$ cat src/verilog/hub_bridge_cfg_regs.vh
// Purpose: Offsets, field positions and fixed values of the bridge configuration header
// Assumes: Byte-wide configuration accesses at the header's byte offsets
// Notes:   Definitions only
`ifndef HUB_BRIDGE_CFG_REGS_VH
`define HUB_BRIDGE_CFG_REGS_VH

`define OFS_REVISION_CODE      8'h08
`define OFS_BRIDGE_SUBCLASS    8'h0a
`define OFS_DEVICE_BASE_CLASS  8'h0b
`define OFS_UPSTREAM_LATENCY   8'h0d
`define OFS_HEADER_LAYOUT      8'h0e
`define OFS_UPSTREAM_BUS       8'h18
`define OFS_DOWNSTREAM_BUS     8'h19
`define OFS_HIGHEST_BUS        8'h1a
`define OFS_DOWNSTREAM_LATENCY 8'h1b
`define OFS_IO_WINDOW_BASE     8'h1c
`define OFS_IO_WINDOW_LIMIT    8'h1d

`define VAL_BRIDGE_SUBCLASS    8'h04
`define VAL_DEVICE_BASE_CLASS  8'h06
`define VAL_UPSTREAM_LATENCY   8'h00
`define VAL_HEADER_LAYOUT      8'h01
`define VAL_UPSTREAM_BUS       8'h00
`define VAL_IO_CAPABILITY      4'h0
`define RST_BUS_NUMBER         8'h00
`define RST_LATENCY_FIELD      5'h00
`define RST_IO_NIBBLE          4'h0

`define LAT_FIELD_MSB          7
`define LAT_FIELD_LSB          3
`define LAT_RESERVED_ZERO      3'h0
`define IO_NIBBLE_MSB          7
`define IO_NIBBLE_LSB          4
`define IO_BASE_PAD            12'h000
`define IO_LIMIT_PAD           12'hfff
`define LAT_UNIT_SHIFT         3
`define RST_OUT_BYTE           8'h00
`define RD_IDLE_BYTE           8'h00
`define RST_COUNTER            8'h00
`define CNT_STEP               8'h01

`endif

$ cat src/verilog/hub_pci_bridge_config_header.v
// Purpose: Bridge-type configuration header with bus-number, latency and I/O window decode
// Assumes: All inputs come from logic clocked by MCLK_IN; byte-wide config port
// Notes:   Decode and burst-end outputs are registered, one cycle after their cause
`timescale 1ns/1ps
`include "hub_bridge_cfg_regs.vh"

// Overview of operation
// - Read-only revision byte; writes ignored.
// - Sub-class byte reads fixed 04h, a PCI-to-PCI bridge.
// - Base-class byte reads fixed 06h, a bridge device.
// - Upstream latency timer unimplemented; whole byte reads zero.
// - Header type reads 01h: single function, bridge layout.
// - Upstream bus number hardwired read-only to 00h.
// - Writable downstream bus number, reset zero; matching cycles go out as Type 1.
// - Writable highest bus, reset zero; out-of-range Type 1 cycles master-abort upstream.
// - Latency counter loads on granted cycle start, counts down from FRAME# assertion.
// - Counter expired and grant withdrawn: deassert FRAME# to end burst.
// - Counter expired but grant still held: keep bursting.
// - Latency limit is 5-bit field 7:3 in 8-clock units; 2:0 reserved.
// - I/O base bits 15:12 from bits 7:4; low twelve bits are 000h.
// - I/O capability nibble reads 0h: 16-bit I/O decoding only.
// - Separate writable limit gives bits 15:12; low twelve bits are FFFh.
module hub_pci_bridge_config_header #(
  parameter [7:0] REVISION = 8'h01  // Arbitrary value
) (
  input  wire        MCLK_IN,
  input  wire        RESETN_IN,
  input  wire        CFG_RD_IN,
  input  wire        CFG_WR_IN,
  input  wire [7:0]  CFG_ADDR_IN,
  input  wire [7:0]  CFG_WDATA_IN,
  output reg  [7:0]  CFG_RDATA_OUT,
  output reg         CFG_RVALID_OUT,
  input  wire        TYPE1_REQ_IN,
  input  wire [7:0]  TYPE1_BUS_IN,
  output reg         TYPE1_FWD_OUT,
  output reg         MASTER_ABORT_OUT,
  input  wire        IO_REQ_IN,
  input  wire [15:0] IO_ADDR_IN,
  output reg         IO_FWD_OUT,
  output reg         IO_MISS_OUT,
  input  wire        BURST_START_IN,
  input  wire        FRAME_ACTIVE_IN,
  input  wire        GRANT_IN,
  output reg         FRAME_END_OUT,
  output reg         LATENCY_EXPIRED_OUT
);

  // Writable state and the master latency counter
  reg  [7:0]  downstream_bus_number;
  reg  [7:0]  highest_downstream_bus;
  reg  [4:0]  latency_count_field;
  reg  [3:0]  io_base_nibble;
  reg  [3:0]  io_limit_nibble;
  reg  [7:0]  master_latency_counter;

  // Next values of the registered outputs and the latency counter
  reg  [7:0]  next_rdata;
  reg  [7:0]  next_counter;
  reg         next_type1_fwd;
  reg         next_master_abort;
  reg         next_io_fwd;
  reg         next_io_miss;
  reg         next_latency_expired;
  reg         next_frame_end;

  // Read views of the header bytes
  wire [7:0]  revision_code;
  wire [7:0]  bridge_subclass;
  wire [7:0]  device_base_class;
  wire [7:0]  upstream_latency_timer;
  wire [7:0]  header_layout;
  wire [7:0]  upstream_bus_number;
  wire [7:0]  downstream_latency_timer;
  wire [7:0]  io_base_byte;
  wire [7:0]  io_limit_byte;

  // Decode helpers
  wire [15:0] io_window_base;
  wire [15:0] io_window_limit;
  wire [7:0]  latency_load;
  wire        counter_zero;
  wire        frame_counting;
  wire        bus_at_or_above_low;
  wire        bus_at_or_below_high;
  wire        bus_in_range;
  wire        io_at_or_above_base;
  wire        io_at_or_below_limit;
  wire        io_in_window;
  wire        wr_downstream_bus;
  wire        wr_highest_bus;
  wire        wr_latency;
  wire        wr_io_base;
  wire        wr_io_limit;

  assign revision_code            = REVISION;
  assign bridge_subclass          = `VAL_BRIDGE_SUBCLASS;
  assign device_base_class        = `VAL_DEVICE_BASE_CLASS;
  assign upstream_latency_timer   = `VAL_UPSTREAM_LATENCY;
  assign header_layout            = `VAL_HEADER_LAYOUT;
  assign upstream_bus_number      = `VAL_UPSTREAM_BUS;
  // Reserved low bits are not stored, so they always read zero
  assign downstream_latency_timer = {latency_count_field, `LAT_RESERVED_ZERO};
  // No 32-bit I/O, so the capability nibble is hardwired
  assign io_base_byte             = {io_base_nibble, `VAL_IO_CAPABILITY};
  assign io_limit_byte            = {io_limit_nibble, `VAL_IO_CAPABILITY};

  assign io_window_base  = {io_base_nibble, `IO_BASE_PAD};
  assign io_window_limit = {io_limit_nibble, `IO_LIMIT_PAD};
  assign latency_load    = {latency_count_field, `LAT_RESERVED_ZERO};
  assign counter_zero    = (master_latency_counter == `RST_COUNTER);
  assign frame_counting  = FRAME_ACTIVE_IN && !BURST_START_IN;

  // A target equal to the downstream bus (bus 0 after reset) lies in range
  assign bus_at_or_above_low  = (TYPE1_BUS_IN >= downstream_bus_number);
  assign bus_at_or_below_high = (TYPE1_BUS_IN <= highest_downstream_bus);
  assign bus_in_range         = bus_at_or_above_low && bus_at_or_below_high;

  // An inverted window (limit below base) forwards nothing
  assign io_at_or_above_base  = (IO_ADDR_IN >= io_window_base);
  assign io_at_or_below_limit = (IO_ADDR_IN <= io_window_limit);
  assign io_in_window         = io_at_or_above_base && io_at_or_below_limit;

  // One write strobe per writable byte; read-only offsets have none
  assign wr_downstream_bus = CFG_WR_IN && (CFG_ADDR_IN == `OFS_DOWNSTREAM_BUS);
  assign wr_highest_bus    = CFG_WR_IN && (CFG_ADDR_IN == `OFS_HIGHEST_BUS);
  assign wr_latency        = CFG_WR_IN && (CFG_ADDR_IN == `OFS_DOWNSTREAM_LATENCY);
  assign wr_io_base        = CFG_WR_IN && (CFG_ADDR_IN == `OFS_IO_WINDOW_BASE);
  assign wr_io_limit       = CFG_WR_IN && (CFG_ADDR_IN == `OFS_IO_WINDOW_LIMIT);

  // Read mux; unmapped offsets read zero
  always @* begin
    next_rdata = `RD_IDLE_BYTE;
    case (CFG_ADDR_IN)
      `OFS_REVISION_CODE: begin
        next_rdata = revision_code;
      end
      `OFS_BRIDGE_SUBCLASS: begin
        next_rdata = bridge_subclass;
      end
      `OFS_DEVICE_BASE_CLASS: begin
        next_rdata = device_base_class;
      end
      `OFS_UPSTREAM_LATENCY: begin
        next_rdata = upstream_latency_timer;
      end
      `OFS_HEADER_LAYOUT: begin
        next_rdata = header_layout;
      end
      `OFS_UPSTREAM_BUS: begin
        next_rdata = upstream_bus_number;
      end
      `OFS_DOWNSTREAM_BUS: begin
        next_rdata = downstream_bus_number;
      end
      `OFS_HIGHEST_BUS: begin
        next_rdata = highest_downstream_bus;
      end
      `OFS_DOWNSTREAM_LATENCY: begin
        next_rdata = downstream_latency_timer;
      end
      `OFS_IO_WINDOW_BASE: begin
        next_rdata = io_base_byte;
      end
      `OFS_IO_WINDOW_LIMIT: begin
        next_rdata = io_limit_byte;
      end
      default: begin
        next_rdata = `RD_IDLE_BYTE;
      end
    endcase
  end

  // Writable fields only; read-only bytes have no write path
  always @(posedge MCLK_IN) begin
    if (!RESETN_IN) begin
      downstream_bus_number <= `RST_BUS_NUMBER;
    end else if (wr_downstream_bus) begin
      downstream_bus_number <= CFG_WDATA_IN;
    end
  end

  always @(posedge MCLK_IN) begin
    if (!RESETN_IN) begin
      highest_downstream_bus <= `RST_BUS_NUMBER;
    end else if (wr_highest_bus) begin
      highest_downstream_bus <= CFG_WDATA_IN;
    end
  end

  always @(posedge MCLK_IN) begin
    if (!RESETN_IN) begin
      latency_count_field <= `RST_LATENCY_FIELD;
    end else if (wr_latency) begin
      latency_count_field <= CFG_WDATA_IN[`LAT_FIELD_MSB:`LAT_FIELD_LSB];
    end
  end

  always @(posedge MCLK_IN) begin
    if (!RESETN_IN) begin
      io_base_nibble <= `RST_IO_NIBBLE;
    end else if (wr_io_base) begin
      io_base_nibble <= CFG_WDATA_IN[`IO_NIBBLE_MSB:`IO_NIBBLE_LSB];
    end
  end

  always @(posedge MCLK_IN) begin
    if (!RESETN_IN) begin
      io_limit_nibble <= `RST_IO_NIBBLE;
    end else if (wr_io_limit) begin
      io_limit_nibble <= CFG_WDATA_IN[`IO_NIBBLE_MSB:`IO_NIBBLE_LSB];
    end
  end

  always @(posedge MCLK_IN) begin
    if (!RESETN_IN) begin
      CFG_RVALID_OUT <= 1'b0;
    end else begin
      CFG_RVALID_OUT <= CFG_RD_IN;
    end
  end

  // Data is forced to zero outside the valid cycle
  always @(posedge MCLK_IN) begin
    if (!RESETN_IN) begin
      CFG_RDATA_OUT <= `RST_OUT_BYTE;
    end else if (CFG_RD_IN) begin
      CFG_RDATA_OUT <= next_rdata;
    end else begin
      CFG_RDATA_OUT <= `RST_OUT_BYTE;
    end
  end

  // Exactly one of forward or abort answers each Type 1 request
  always @* begin
    next_type1_fwd    = 1'b0;
    next_master_abort = 1'b0;
    if (TYPE1_REQ_IN) begin
      if (bus_in_range) begin
        next_type1_fwd = 1'b1;
      end else begin
        next_master_abort = 1'b1;
      end
    end
  end

  always @(posedge MCLK_IN) begin
    if (!RESETN_IN) begin
      TYPE1_FWD_OUT <= 1'b0;
    end else begin
      TYPE1_FWD_OUT <= next_type1_fwd;
    end
  end

  always @(posedge MCLK_IN) begin
    if (!RESETN_IN) begin
      MASTER_ABORT_OUT <= 1'b0;
    end else begin
      MASTER_ABORT_OUT <= next_master_abort;
    end
  end

  // Exactly one of forward or miss answers each I/O request
  always @* begin
    next_io_fwd  = 1'b0;
    next_io_miss = 1'b0;
    if (IO_REQ_IN) begin
      if (io_in_window) begin
        next_io_fwd = 1'b1;
      end else begin
        next_io_miss = 1'b1;
      end
    end
  end

  always @(posedge MCLK_IN) begin
    if (!RESETN_IN) begin
      IO_FWD_OUT <= 1'b0;
    end else begin
      IO_FWD_OUT <= next_io_fwd;
    end
  end

  always @(posedge MCLK_IN) begin
    if (!RESETN_IN) begin
      IO_MISS_OUT <= 1'b0;
    end else begin
      IO_MISS_OUT <= next_io_miss;
    end
  end

  // Counter loads on granted start, then decrements each clock while FRAME# is asserted until it holds at zero
  always @* begin
    next_counter = master_latency_counter;
    if (BURST_START_IN) begin
      next_counter = latency_load;
    end else if (FRAME_ACTIVE_IN && !counter_zero) begin
      next_counter = master_latency_counter - `CNT_STEP;
    end
  end

  // Held grant lets the burst run on past expiry
  always @* begin
    next_latency_expired = 1'b0;
    next_frame_end       = 1'b0;
    if (frame_counting && counter_zero) begin
      next_latency_expired = 1'b1;
      if (!GRANT_IN) begin
        next_frame_end = 1'b1;
      end else begin
        next_frame_end = 1'b0;
      end
    end
  end

  always @(posedge MCLK_IN) begin
    if (!RESETN_IN) begin
      master_latency_counter <= `RST_COUNTER;
    end else begin
      master_latency_counter <= next_counter;
    end
  end

  always @(posedge MCLK_IN) begin
    if (!RESETN_IN) begin
      LATENCY_EXPIRED_OUT <= 1'b0;
    end else begin
      LATENCY_EXPIRED_OUT <= next_latency_expired;
    end
  end

  always @(posedge MCLK_IN) begin
    if (!RESETN_IN) begin
      FRAME_END_OUT <= 1'b0;
    end else begin
      FRAME_END_OUT <= next_frame_end;
    end
  end

endmodule
$ cat config.mk
export PLATFORM = sky130hd
export DESIGN_NAME = hub_pci_bridge_config_header
export DESIGN_NICKNAME = d
export VERILOG_FILES = /design/src/verilog/hub_pci_bridge_config_header.v
export VERILOG_INCLUDE_DIRS = /design/src /design/src/verilog
export SDC_FILE = /design/constraint.sdc
export NUM_CORES = 1
export LEC_CHECK = 0
export BUFFER_PORTS_ARGS = -buffer_cell sky130_fd_sc_hd__buf_4
export CORE_MARGIN = 10
export CORE_UTILIZATION = 35
export CTS_CLUSTER_SIZE = 10
export DETAILED_ROUTE_END_ITERATION = 7
export GPL_ROUTABILITY_DRIVEN = 0
export PLACE_DENSITY = 0.57
export SLEW_MARGIN = 0
export SYNTH_ARGS = -nofsm -noshare
export SYNTH_HDL_FRONTEND = slang
export SYNTH_SLANG_ARGS = --single-unit
$ cat constraint.sdc
create_clock -name MCLK_IN -period 2.1 [get_ports MCLK_IN]
set_input_delay 0.315 -clock MCLK_IN [delete_from_list [all_inputs] [get_ports MCLK_IN]]
set_output_delay 0.315 -clock MCLK_IN [all_outputs]
set_load 0.05 [all_outputs]
==> results.ini, run 1 <==
[floorplanning]
ios = 64
fp.dieW_um = 112.4
dieHeight_um = 112.4
die_area_mm2 = 0.01264
fp.coreArea_mm2 = 0.008258
start_util_pct = 36.20
row_count = 33

[logic_synthesis]
yosysSeqAreaShare_pct = 34.83
yosys.cell_types.count = 47
synthCells = 336
ys_ff_latch = 52
synth-main-ff-cell = dfxtp_1
synth_nets = 411
syn_area_mm2 = 0.002989
synthArstFlopShare_pct = 0
ys_warn_count = 0
synth_edf_count = 0
syn_area_per_cell_um2 = 8.896

[critical_path]
critical_path.startpoint = master_latency_counter[0]
r2r-end = master_latency_counter[6]
worstSetupEndpoint = master_latency_counter[6]
crit_family = simple AND/OR/NAND/NOR gates
crit_required_ps = 2310
path_class = flip-flop to flip-flop
startpoint_type = flip-flop
cpMaxStageDelayCell = nor3b_1
crit_chain = inv_1 > ha_1 > nor3b_1 > nor3_1 > xor2_1 > o211a_1
cp.arrival_ps = 2040
crit_buf_inv = 1
cp-end-kind = flip-flop
cp.depth = 6
worstPathMaxFanout = 7
rr_worst_depth = 6
reg2reg_from = master_latency_counter[0]
rrSetupSlack_ps = 270
max_stage_delay_ps = 630

[sta]
setup_tns_ps = 0
setup_viol = 0
fin_worst_skew_ps = 12.51
worst_slew_pin_slew_ps = 746.5
relSlewSlack_pct = 50.13
finalMaxSlewViolations = 0
hold_violations = 0
fmax_mhz = 546.0
period_share_pct = 87.22
finalCriticalPeriod_ps = 1832
rsz0062_at_grt = no

[power]
p_comb_share_pct = 15.3
p_sw_share_pct = 24.70
power.density_mw_per_mm2 = 558.0
seq_power_share_pct = 48.6
p_switching_uw = 516.2
clockPowerShare_pct = 36.1
p_leak_uw = 0.001389
p_int_uw = 1573
ir_worst_vdd_uv = 249.6

[global_route]
use_met3_pct = 2.556
grt.overflow.total = 0
grt_use_met2_pct = 19.58
antenna_found_initial = 0
grt_first_pass_wirelength_um = 12520
grt_pass1_vias = 2578
grt_max_degree = 41
grt.busiest_layer = met2
grtUsageTotal_pct = 11.89
use_met1_pct = 15.07

[clock_tree]
clk_latency_ps = 310
cts-root-buf = clkbuf_8
cts_tree = yes
ctsLongestPathBuffers = 2
hold_buffers = 0
path_clk_slew_ps = 90
cts.repair.resized = 0
clock-sinks = 52
numCtsBuffers = 5
cts_setup_buffers = 0
cts_max_level = 2

[final_layout]
drive_gt1_share_pct = 21.34
fillers = 851
nNetsFinal = 477
layout_common_cells = 68 x buf_4, 52 x dfxtp_1, 33 x inv_1
diodes = 0
layout_commonest_cell = buf_4
area_delta_synth_final_pct = 25.28
postLayoutCoreUtil_pct = 45.35

[worst_hold_path]
hold_path.class = primary input to flip-flop

[routing]
drc = 0
wl_per_cell_um = 14.90
num_vias = 2528
drtIter0Drc = 96
totalWireLength_um = 7569
firstDrtPassIters = 4
ant_nets = 0
vias_per_cell = 4.976

[placement]
hpwl_um = 6218
port_buffers = 63

[run_status]
outcome = finished, final reports clean

[job]
drv_cap = 0

## how the worst min path moves through the flow
| stage | from | endpoint | cells after the start |
|---|---|---|---|
| floorplan | GRANT_IN | FRAME_END_OUT | 1 |
| global placement | GRANT_IN | FRAME_END_OUT | 2 |
| detailed placement | GRANT_IN | FRAME_END_OUT | 2 |
| CTS | GRANT_IN | FRAME_END_OUT | 2 |
| global route | GRANT_IN | FRAME_END_OUT | 2 |
| finish | GRANT_IN | FRAME_END_OUT | 2 |
## layer usage
metal	routed length, um	up-vias	share of wire (%)
li1	-	1337	-
met1	3596	1140	48
met2	3598	45	48
met3	292	6	3.9
met4	82	0	1.1
met5	0	-	0
## cells in the mapped netlist, types with 3 or more instances
master	instances	area, um^2
nor2_1	9	33.78
mux2i_1	27	270.3
inv_1	33	123.9
a21oi_1	11	55.05
nand4_1	9	56.30
nand2b_1	6	37.54
a211oi_1	10	75.07
nor2b_1	27	168.9
or4_1	3	22.52
xnor2_1	3	26.28
clkbuf_1	9	33.78
nor3_1	6	30.03
ha_1	26	325.3
a22oi_1	3	22.52
a21boi_0	4	30.03
nor3_2	3	30.03
a222oi_1	4	40.04
nor4_1	5	31.28
o21ai_0	17	85.08
a31oi_1	3	18.77
nand2_1	25	93.84
nand3b_1	4	30.03
dfxtp_1	52	1041
nand3_1	6	30.03
## power groups by stage
stage / sequential (uW) / clock [uW] / combinational, uW
detailed placement: 1040 / 0 / 321
global placement: 1040 / 0 / 319
floorplan: 1060 / 0 / 169
CTS: 1020 / 782 / 323
global route: 1020 / 815 / 360
finish: 1020 / 755 / 320
## cells by family (layout without fill, tap and decap cells)
| kind of cell | Yosys count | count (layout) | share of synthesized area (%) |
|---|---|---|---|
| flops | 52 | 52 | 34.83 |
| fa+ha+maj | 26 | 26 | 10.88 |
| xor+xnor | 5 | 5 | 1.465 |
| compound gates | 67 | 67 | 15.07 |
| mux | 27 | 27 | 9.041 |
| simple gates | 115 | 115 | 22.81 |
| buf+inv | 44 | 111 | 5.902 |
## flip-flops by register name, indices dropped and copies added, names as in the netlist, 4 cells and up
register,count
master_latency_counter,8
highest_downstream_bus,8
CFG_RDATA_OUT,8
io_base_nibble,4
latency_count_field,5
io_limit_nibble,4
downstream_bus_number,8
## final cells by class
class	count	area, um^2	share of cell area (%)
multi-input combinational	240	1772	47.31
sequential	52	1041	27.80
timing repair buffer	70	550.5	14.70
tap	105	131.4	3.508
inverter	33	123.9	3.308
clock buffer	7	96.34	2.573
clock inverter	1	30.03	0.8019
## stage by stage
step                worst slack [ps]  hold WS (ps)  total power [uW]  instance area [um^2]  std cells
floorplan                      146.4         392.6              1225                  2989        336
global placement               5.416         485.0              1356                  3618        500
detailed placement             50.71         494.0              1359                  3618        500
CTS                            278.3         159.9              2121                  3745        508
global route                   81.78         167.8              2193                  3745        508
finish                         268.4         169.7              2089                  3745        508
No activity file was read; power rests on OpenSTA's default activity.
==> inputs of run 2 (changes only) <==
--- a/config.mk
+++ b/config.mk
@@ -6,13 +6,13 @@
 export SDC_FILE = /design/constraint.sdc
 export NUM_CORES = 1
 export LEC_CHECK = 0
-export BUFFER_PORTS_ARGS = -buffer_cell sky130_fd_sc_hd__buf_4
 export CORE_MARGIN = 10
 export CORE_UTILIZATION = 35
 export CTS_CLUSTER_SIZE = 10
 export DETAILED_ROUTE_END_ITERATION = 7
+export DONT_BUFFER_PORTS = 1
 export GPL_ROUTABILITY_DRIVEN = 0
-export PLACE_DENSITY = 0.57
+export PLACE_DENSITY = 0.51
 export SLEW_MARGIN = 0
 export SYNTH_ARGS = -nofsm -noshare
 export SYNTH_HDL_FRONTEND = slang
==> constraint.sdc (replaced) <==
create_clock -name MCLK_IN -period 2.3 [get_ports MCLK_IN]
set_input_delay 0.345 -clock MCLK_IN [delete_from_list [all_inputs] [get_ports MCLK_IN]]
set_output_delay 0.345 -clock MCLK_IN [all_outputs]
set_load 0.05 [all_outputs]
==> run 2 against run 1 <==
Against the previous run: clock-buffer cell count unchanged; utilization decreased by 6.1 points; hold slack worse by 53 ps; highest routed layer unchanged; via count decreased by 9.2%; combinational power down 49%; sequential share of layout area grew 4.3 points; power fell by 15%; first-iteration DRC count rose by 9.4%.
==> results.ini, run 2 (same netlist as run 1, synthesis figures left out) <==
[floorplanning]
die_area_mm2 = 0.01264  ; unchanged
fp.coreArea_mm2 = 0.008258  ; unchanged
fp.dieW_um = 112.4  ; unchanged
start_util_pct = 36.20  ; unchanged
dieHeight_um = 112.4  ; unchanged
ios = 64  ; unchanged
row_count = 33  ; unchanged

[power]
p_leak_uw = 0.001068  ; -23%
ir_worst_vdd_uv = 321.5  ; +29%
power.density_mw_per_mm2 = 550.9  ; -1.3%

[sta]
setup_viol = 0  ; unchanged
relSlewSlack_pct = 52.27  ; +2.1 points
finalMaxSlewViolations = 0  ; unchanged
setup_tns_ps = 0  ; unchanged
period_share_pct = 77.79  ; -9.4 points
rsz0062_at_grt = no
hold_slack_ps = 117.1  ; -52.60 ps
hold_violations = 0  ; unchanged
finalCriticalPeriod_ps = 1789  ; -42.52 ps
worst_slew_pin_slew_ps = 714.5  ; -32.00 ps
fmax_mhz = 559.0  ; +2.4%
fin_worst_skew_ps = 12.62  ; +0.1100 ps

[final_layout]
layout_commonest_cell = dfxtp_1
nNetsFinal = 413  ; -13%
area_delta_synth_final_pct = 8.372
diodes = 0  ; unchanged
drive_gt1_share_pct = 6.490  ; -15 points
layout_common_cells = 52 x dfxtp_1, 33 x inv_1, 27 x mux2i_1, 27 x nor2b_1, 26 x ha_1

[clock_tree]
clk_latency_ps = 310  ; about the same
numCtsBuffers = 5  ; unchanged
cts_setup_buffers = 0  ; unchanged
path_clk_slew_ps = 100  ; about the same
hold_buffers = 0  ; unchanged
cts_tree = yes
cts.repair.resized = 0  ; unchanged
clock-sinks = 52  ; unchanged
cts_max_level = 2  ; unchanged
cts-root-buf = clkbuf_8
ctsLongestPathBuffers = 2  ; unchanged

[critical_path]
worstPathMaxFanout = 7  ; unchanged
path_class = flip-flop to flip-flop
cp-end-kind = flip-flop
rrSetupSlack_ps = 510  ; +240 ps
cpMaxStageDelayCell = nor3b_1
crit_required_ps = 2510  ; +200 ps
cp.arrival_ps = 2000  ; -40 ps
max_stage_delay_ps = 600  ; -30 ps
startpoint_type = flip-flop
crit_chain = inv_1 > ha_1 > nor3b_1 > nor3_1 > xor2_1 > o211a_1

[global_route]
grt.overflow.total = 0  ; unchanged
grt_use_met2_pct = 17.92  ; -1.7 points
antenna_found_initial = 0  ; unchanged
use_met3_pct = 3.834  ; +1.3 points
use_met1_pct = 14.20  ; -0.88 points
grt_pass1_vias = 2285  ; -11%
grt_max_degree = 41  ; unchanged
grt.busiest_layer = met2
grtUsageTotal_pct = 11.31  ; -0.58 points
grt_first_pass_wirelength_um = 11790  ; -5.8%

[routing]
wl_per_cell_um = 16.22  ; +8.8%
vias_per_cell = 5.169  ; +3.9%
drc = 0  ; unchanged
num_vias = 2295  ; -9.2%
firstDrtPassIters = 4  ; unchanged
totalWireLength_um = 7200  ; -4.9%
drtIter0Drc = 105  ; +9.4%
ant_nets = 0  ; unchanged

[job]
drv_cap = 0  ; unchanged

[worst_hold_path]
hold_path.class = primary input to flip-flop

[placement]
hpwl_um = 5931  ; -4.6%
port_buffers = 0  ; -100%

[run_status]
outcome = finished, final reports clean

## run 2: final timing paths
kind,startpoint,cells past startpoint,end
max reg2reg,master_latency_counter[0],6,master_latency_counter[6]
max,master_latency_counter[0],6,master_latency_counter[6]
min,GRANT_IN,1,FRAME_END_OUT
min reg2reg,io_base_nibble[2],2,io_base_nibble[2]
## run 2: power breakdown
group          total, uW  internal [uW]  switching [uW]
clock network        675            384             292
logic                162           78.5            83.3
registers            947            915            32.5
total               1780           1380             407
## run 2: per-stage QoR
stage / cells / setup slack, ps / total power (uW) / utilization [%] / area, um^2
finish: 444 / 510.9 / 1785 / 39.23 / 3239
global route: 444 / 315.5 / 1876 / 39.23 / 3239
CTS: 444 / 468.3 / 1811 / 39.23 / 3239
detailed placement: 436 / 244.4 / 1131 / 37.70 / 3113
global placement: 436 / 267.8 / 1130 / 37.70 / 3113
floorplan: 336 / 316.4 / 1118 / - / 2989
## run 2: area by class of cell
| type | count | area, um^2 |
|---|---|---|
| repair buffers | 6 | 45.04 |
| flip-flops and latches | 52 | 1041 |
| inverters | 33 | 123.9 |
| well taps | 105 | 131.4 |
| fillers | 854 | 5019 |
| clock inverters | 1 | 30.03 |
| clock buffers | 7 | 96.34 |
| multi-input cells | 240 | 1772 |
## run 2: critical path: cells and delay by family (launching register included)
kind	cells	cell delay, ps
compound gates	1	210
xor+xnor	1	170
fa+ha+maj	1	160
buf+inv	1	80
flops	1	340
simple gates	2	740
## run 2: metal layers
layer	part of all wire, %	vias up
met5	0	-
met1	47	1034
met3	6.2	5
met4	0.94	0
li1	-	1210
met2	46	46
==> inputs of run 3 (changes only) <==
==> constraint.sdc (replaced) <==
create_clock -name MCLK_IN -period 1.8 [get_ports MCLK_IN]
set_input_delay 0.27 -clock MCLK_IN [delete_from_list [all_inputs] [get_ports MCLK_IN]]
set_output_delay 0.27 -clock MCLK_IN [all_outputs]
set_load 0.05 [all_outputs]
==> run 3 against run 2 <==
Against the previous run: final cell count rose by 1.4%; non-clock buffer count increased by 6; largest cell class unchanged; register-to-register slack got worse by 410 ps; clock-buffer cell count is 2 lower; setup slack got worse by 410 ps; fmax up 5.2%; combinational power increased by 37%; power grew 25%.
==> results.ini, run 3 (same netlist as run 1, synthesis figures left out) <==
[run_status]
outcome = finished, final reports clean

[power]
p_leak_uw = 0.001095  ; +2.5%
power.density_mw_per_mm2 = 679.0  ; +23%
ir_worst_vdd_uv = 326.7  ; +1.6%
finalPower_uw = 2239  ; +25%

[routing]
drtIter0Drc = 105  ; unchanged
drc = 0  ; unchanged
firstDrtPassIters = 4  ; unchanged
vias_per_cell = 5.309  ; +2.7%
wl_per_cell_um = 16.79  ; +3.5%
num_vias = 2389  ; +4.1%
ant_nets = 0  ; unchanged
totalWireLength_um = 7556  ; +4.9%

[sta]
hold_violations = 0  ; unchanged
worst_slack_ps = 99.66  ; -411.3 ps
finalCriticalPeriod_ps = 1700  ; -88.72 ps
fmax_mhz = 588.1  ; +5.2%
setup_viol = 0  ; unchanged
setup_tns_ps = 0  ; unchanged
rsz0062_at_grt = no
worst_slew_pin_slew_ps = 540.8  ; -173.7 ps
period_share_pct = 94.46  ; +17 points
relSlewSlack_pct = 63.90  ; +12 points
finalMaxSlewViolations = 0  ; unchanged
fin_worst_skew_ps = 2.423  ; -10.19 ps

[critical_path]
max_stage_delay_ps = 340  ; -260 ps
cp-end-kind = flip-flop
path_class = flip-flop to flip-flop
worstPathMaxFanout = 2  ; -5
crit_required_ps = 2000  ; -510 ps
crit_buf_inv = 1  ; unchanged
crit_chain = inv_1 > ha_1 > and3_4 > nand2_1 > o31a_1 > o311a_1
crit_family = compound AO/OA/AOI/OAI gates
startpoint_type = flip-flop
cp.arrival_ps = 1900  ; -100 ps
cpMaxStageDelayCell = dfxtp_1

[global_route]
use_met1_pct = 14.78  ; +0.58 points
grtUsageTotal_pct = 11.59  ; +0.27 points
grt_pass1_vias = 2412  ; +5.6%
grt.busiest_layer = met2
grt_use_met2_pct = 18.89  ; +0.97 points
antenna_found_initial = 0  ; unchanged
grt_first_pass_wirelength_um = 12270  ; +4.1%
use_met3_pct = 3.301  ; -0.53 points
grt_max_degree = 41  ; unchanged
grt.overflow.total = 0  ; unchanged

[clock_tree]
clk_latency_ps = 300  ; about the same
cts_tree = yes
numCtsBuffers = 5  ; unchanged
cts_max_level = 2  ; unchanged
clock-sinks = 52  ; unchanged
path_clk_slew_ps = 100  ; about the same
cts-root-buf = clkbuf_8
cts_setup_buffers = 0  ; unchanged
ctsLongestPathBuffers = 2  ; unchanged

[floorplanning]
fp.coreArea_mm2 = 0.008258  ; unchanged
row_count = 33  ; unchanged
die_area_mm2 = 0.01264  ; unchanged
ios = 64  ; unchanged
start_util_pct = 36.20  ; unchanged
fp.dieW_um = 112.4  ; unchanged
dieHeight_um = 112.4  ; unchanged

[worst_hold_path]
hold_path.class = primary input to flip-flop

[placement]
place_ws_ps = -50.81  ; -295.2 ps
port_buffers = 0  ; unchanged
hpwl_um = 6094  ; +2.7%

[final_layout]
drive_gt1_share_pct = 9.275  ; +2.8 points
area_delta_synth_final_pct = 10.30
layout_common_cells = 51 x dfxtp_1, 33 x inv_1, 27 x mux2i_1, 27 x nor2b_1, 26 x ha_1
nNetsFinal = 419  ; +1.5%
diodes = 0  ; unchanged
layout_commonest_cell = dfxtp_1

[job]
drv_cap = 0  ; unchanged

==> run 3: path summary, 6_finish.rpt <==
kind,startpoint,endpoint,slack (ps),depth (start not counted)
setup reg to reg,downstream_bus_number[6],MASTER_ABORT_OUT,100,6
hold / removal,GRANT_IN,FRAME_END_OUT,30,1
setup / recovery,downstream_bus_number[6],MASTER_ABORT_OUT,100,6
hold reg to reg,io_base_nibble[3],io_base_nibble[3],500,2
==> run 3: cell type report <==
cell class	count	area, um^2
Fill cell	850	4961
Tap cell	105	131.4
Timing Repair Buffer	12	102.6
Clock buffer	5	68.82
Multi-Input combinational cell	240	1785
Inverter	33	123.9
Clock inverter	3	42.54
Sequential cell	52	1042
==> run 3: power by group <==
group	leakage [uW]	total, uW	internal (uW)	switching, uW
clock	0.0000541	805	412	393
combinational	0.000619	222	111	111
sequential	0.000421	1210	1170	42.1
total	0.00109	2240	1690	546
==> run 3: metal layers <==
layer  share of wire, %  wire (um)  vias up
li1                   -          -     1225
met1                 47       3539     1108
met2                 47       3539       51
met3                5.7        428        5
met4               0.64         48        0
met5                  0          0        -
==> run 3: what timing repair did <==
item	in CTS	in global routing
hold buffers	0	0
setup endpoints to repair	3	2
gates resized for setup	1	2
gates cloned	0	0
pin swaps	0	1
==> run 3: stage by stage <==
| step | area (um^2) | cells | hold WS (ps) | utilization, % |
|---|---|---|---|---|
| finish | 3297 | 450 | 33.53 | 39.92 |
| global route | 3297 | 450 | 15.44 | 39.92 |
| CTS | 3291 | 450 | 25.67 | 39.85 |
| detailed placement | 3174 | 442 | 357.4 | 38.44 |
| global placement | 3174 | 442 | 352.9 | 38.44 |
| floorplan | 3000 | 336 | 347.6 | - |
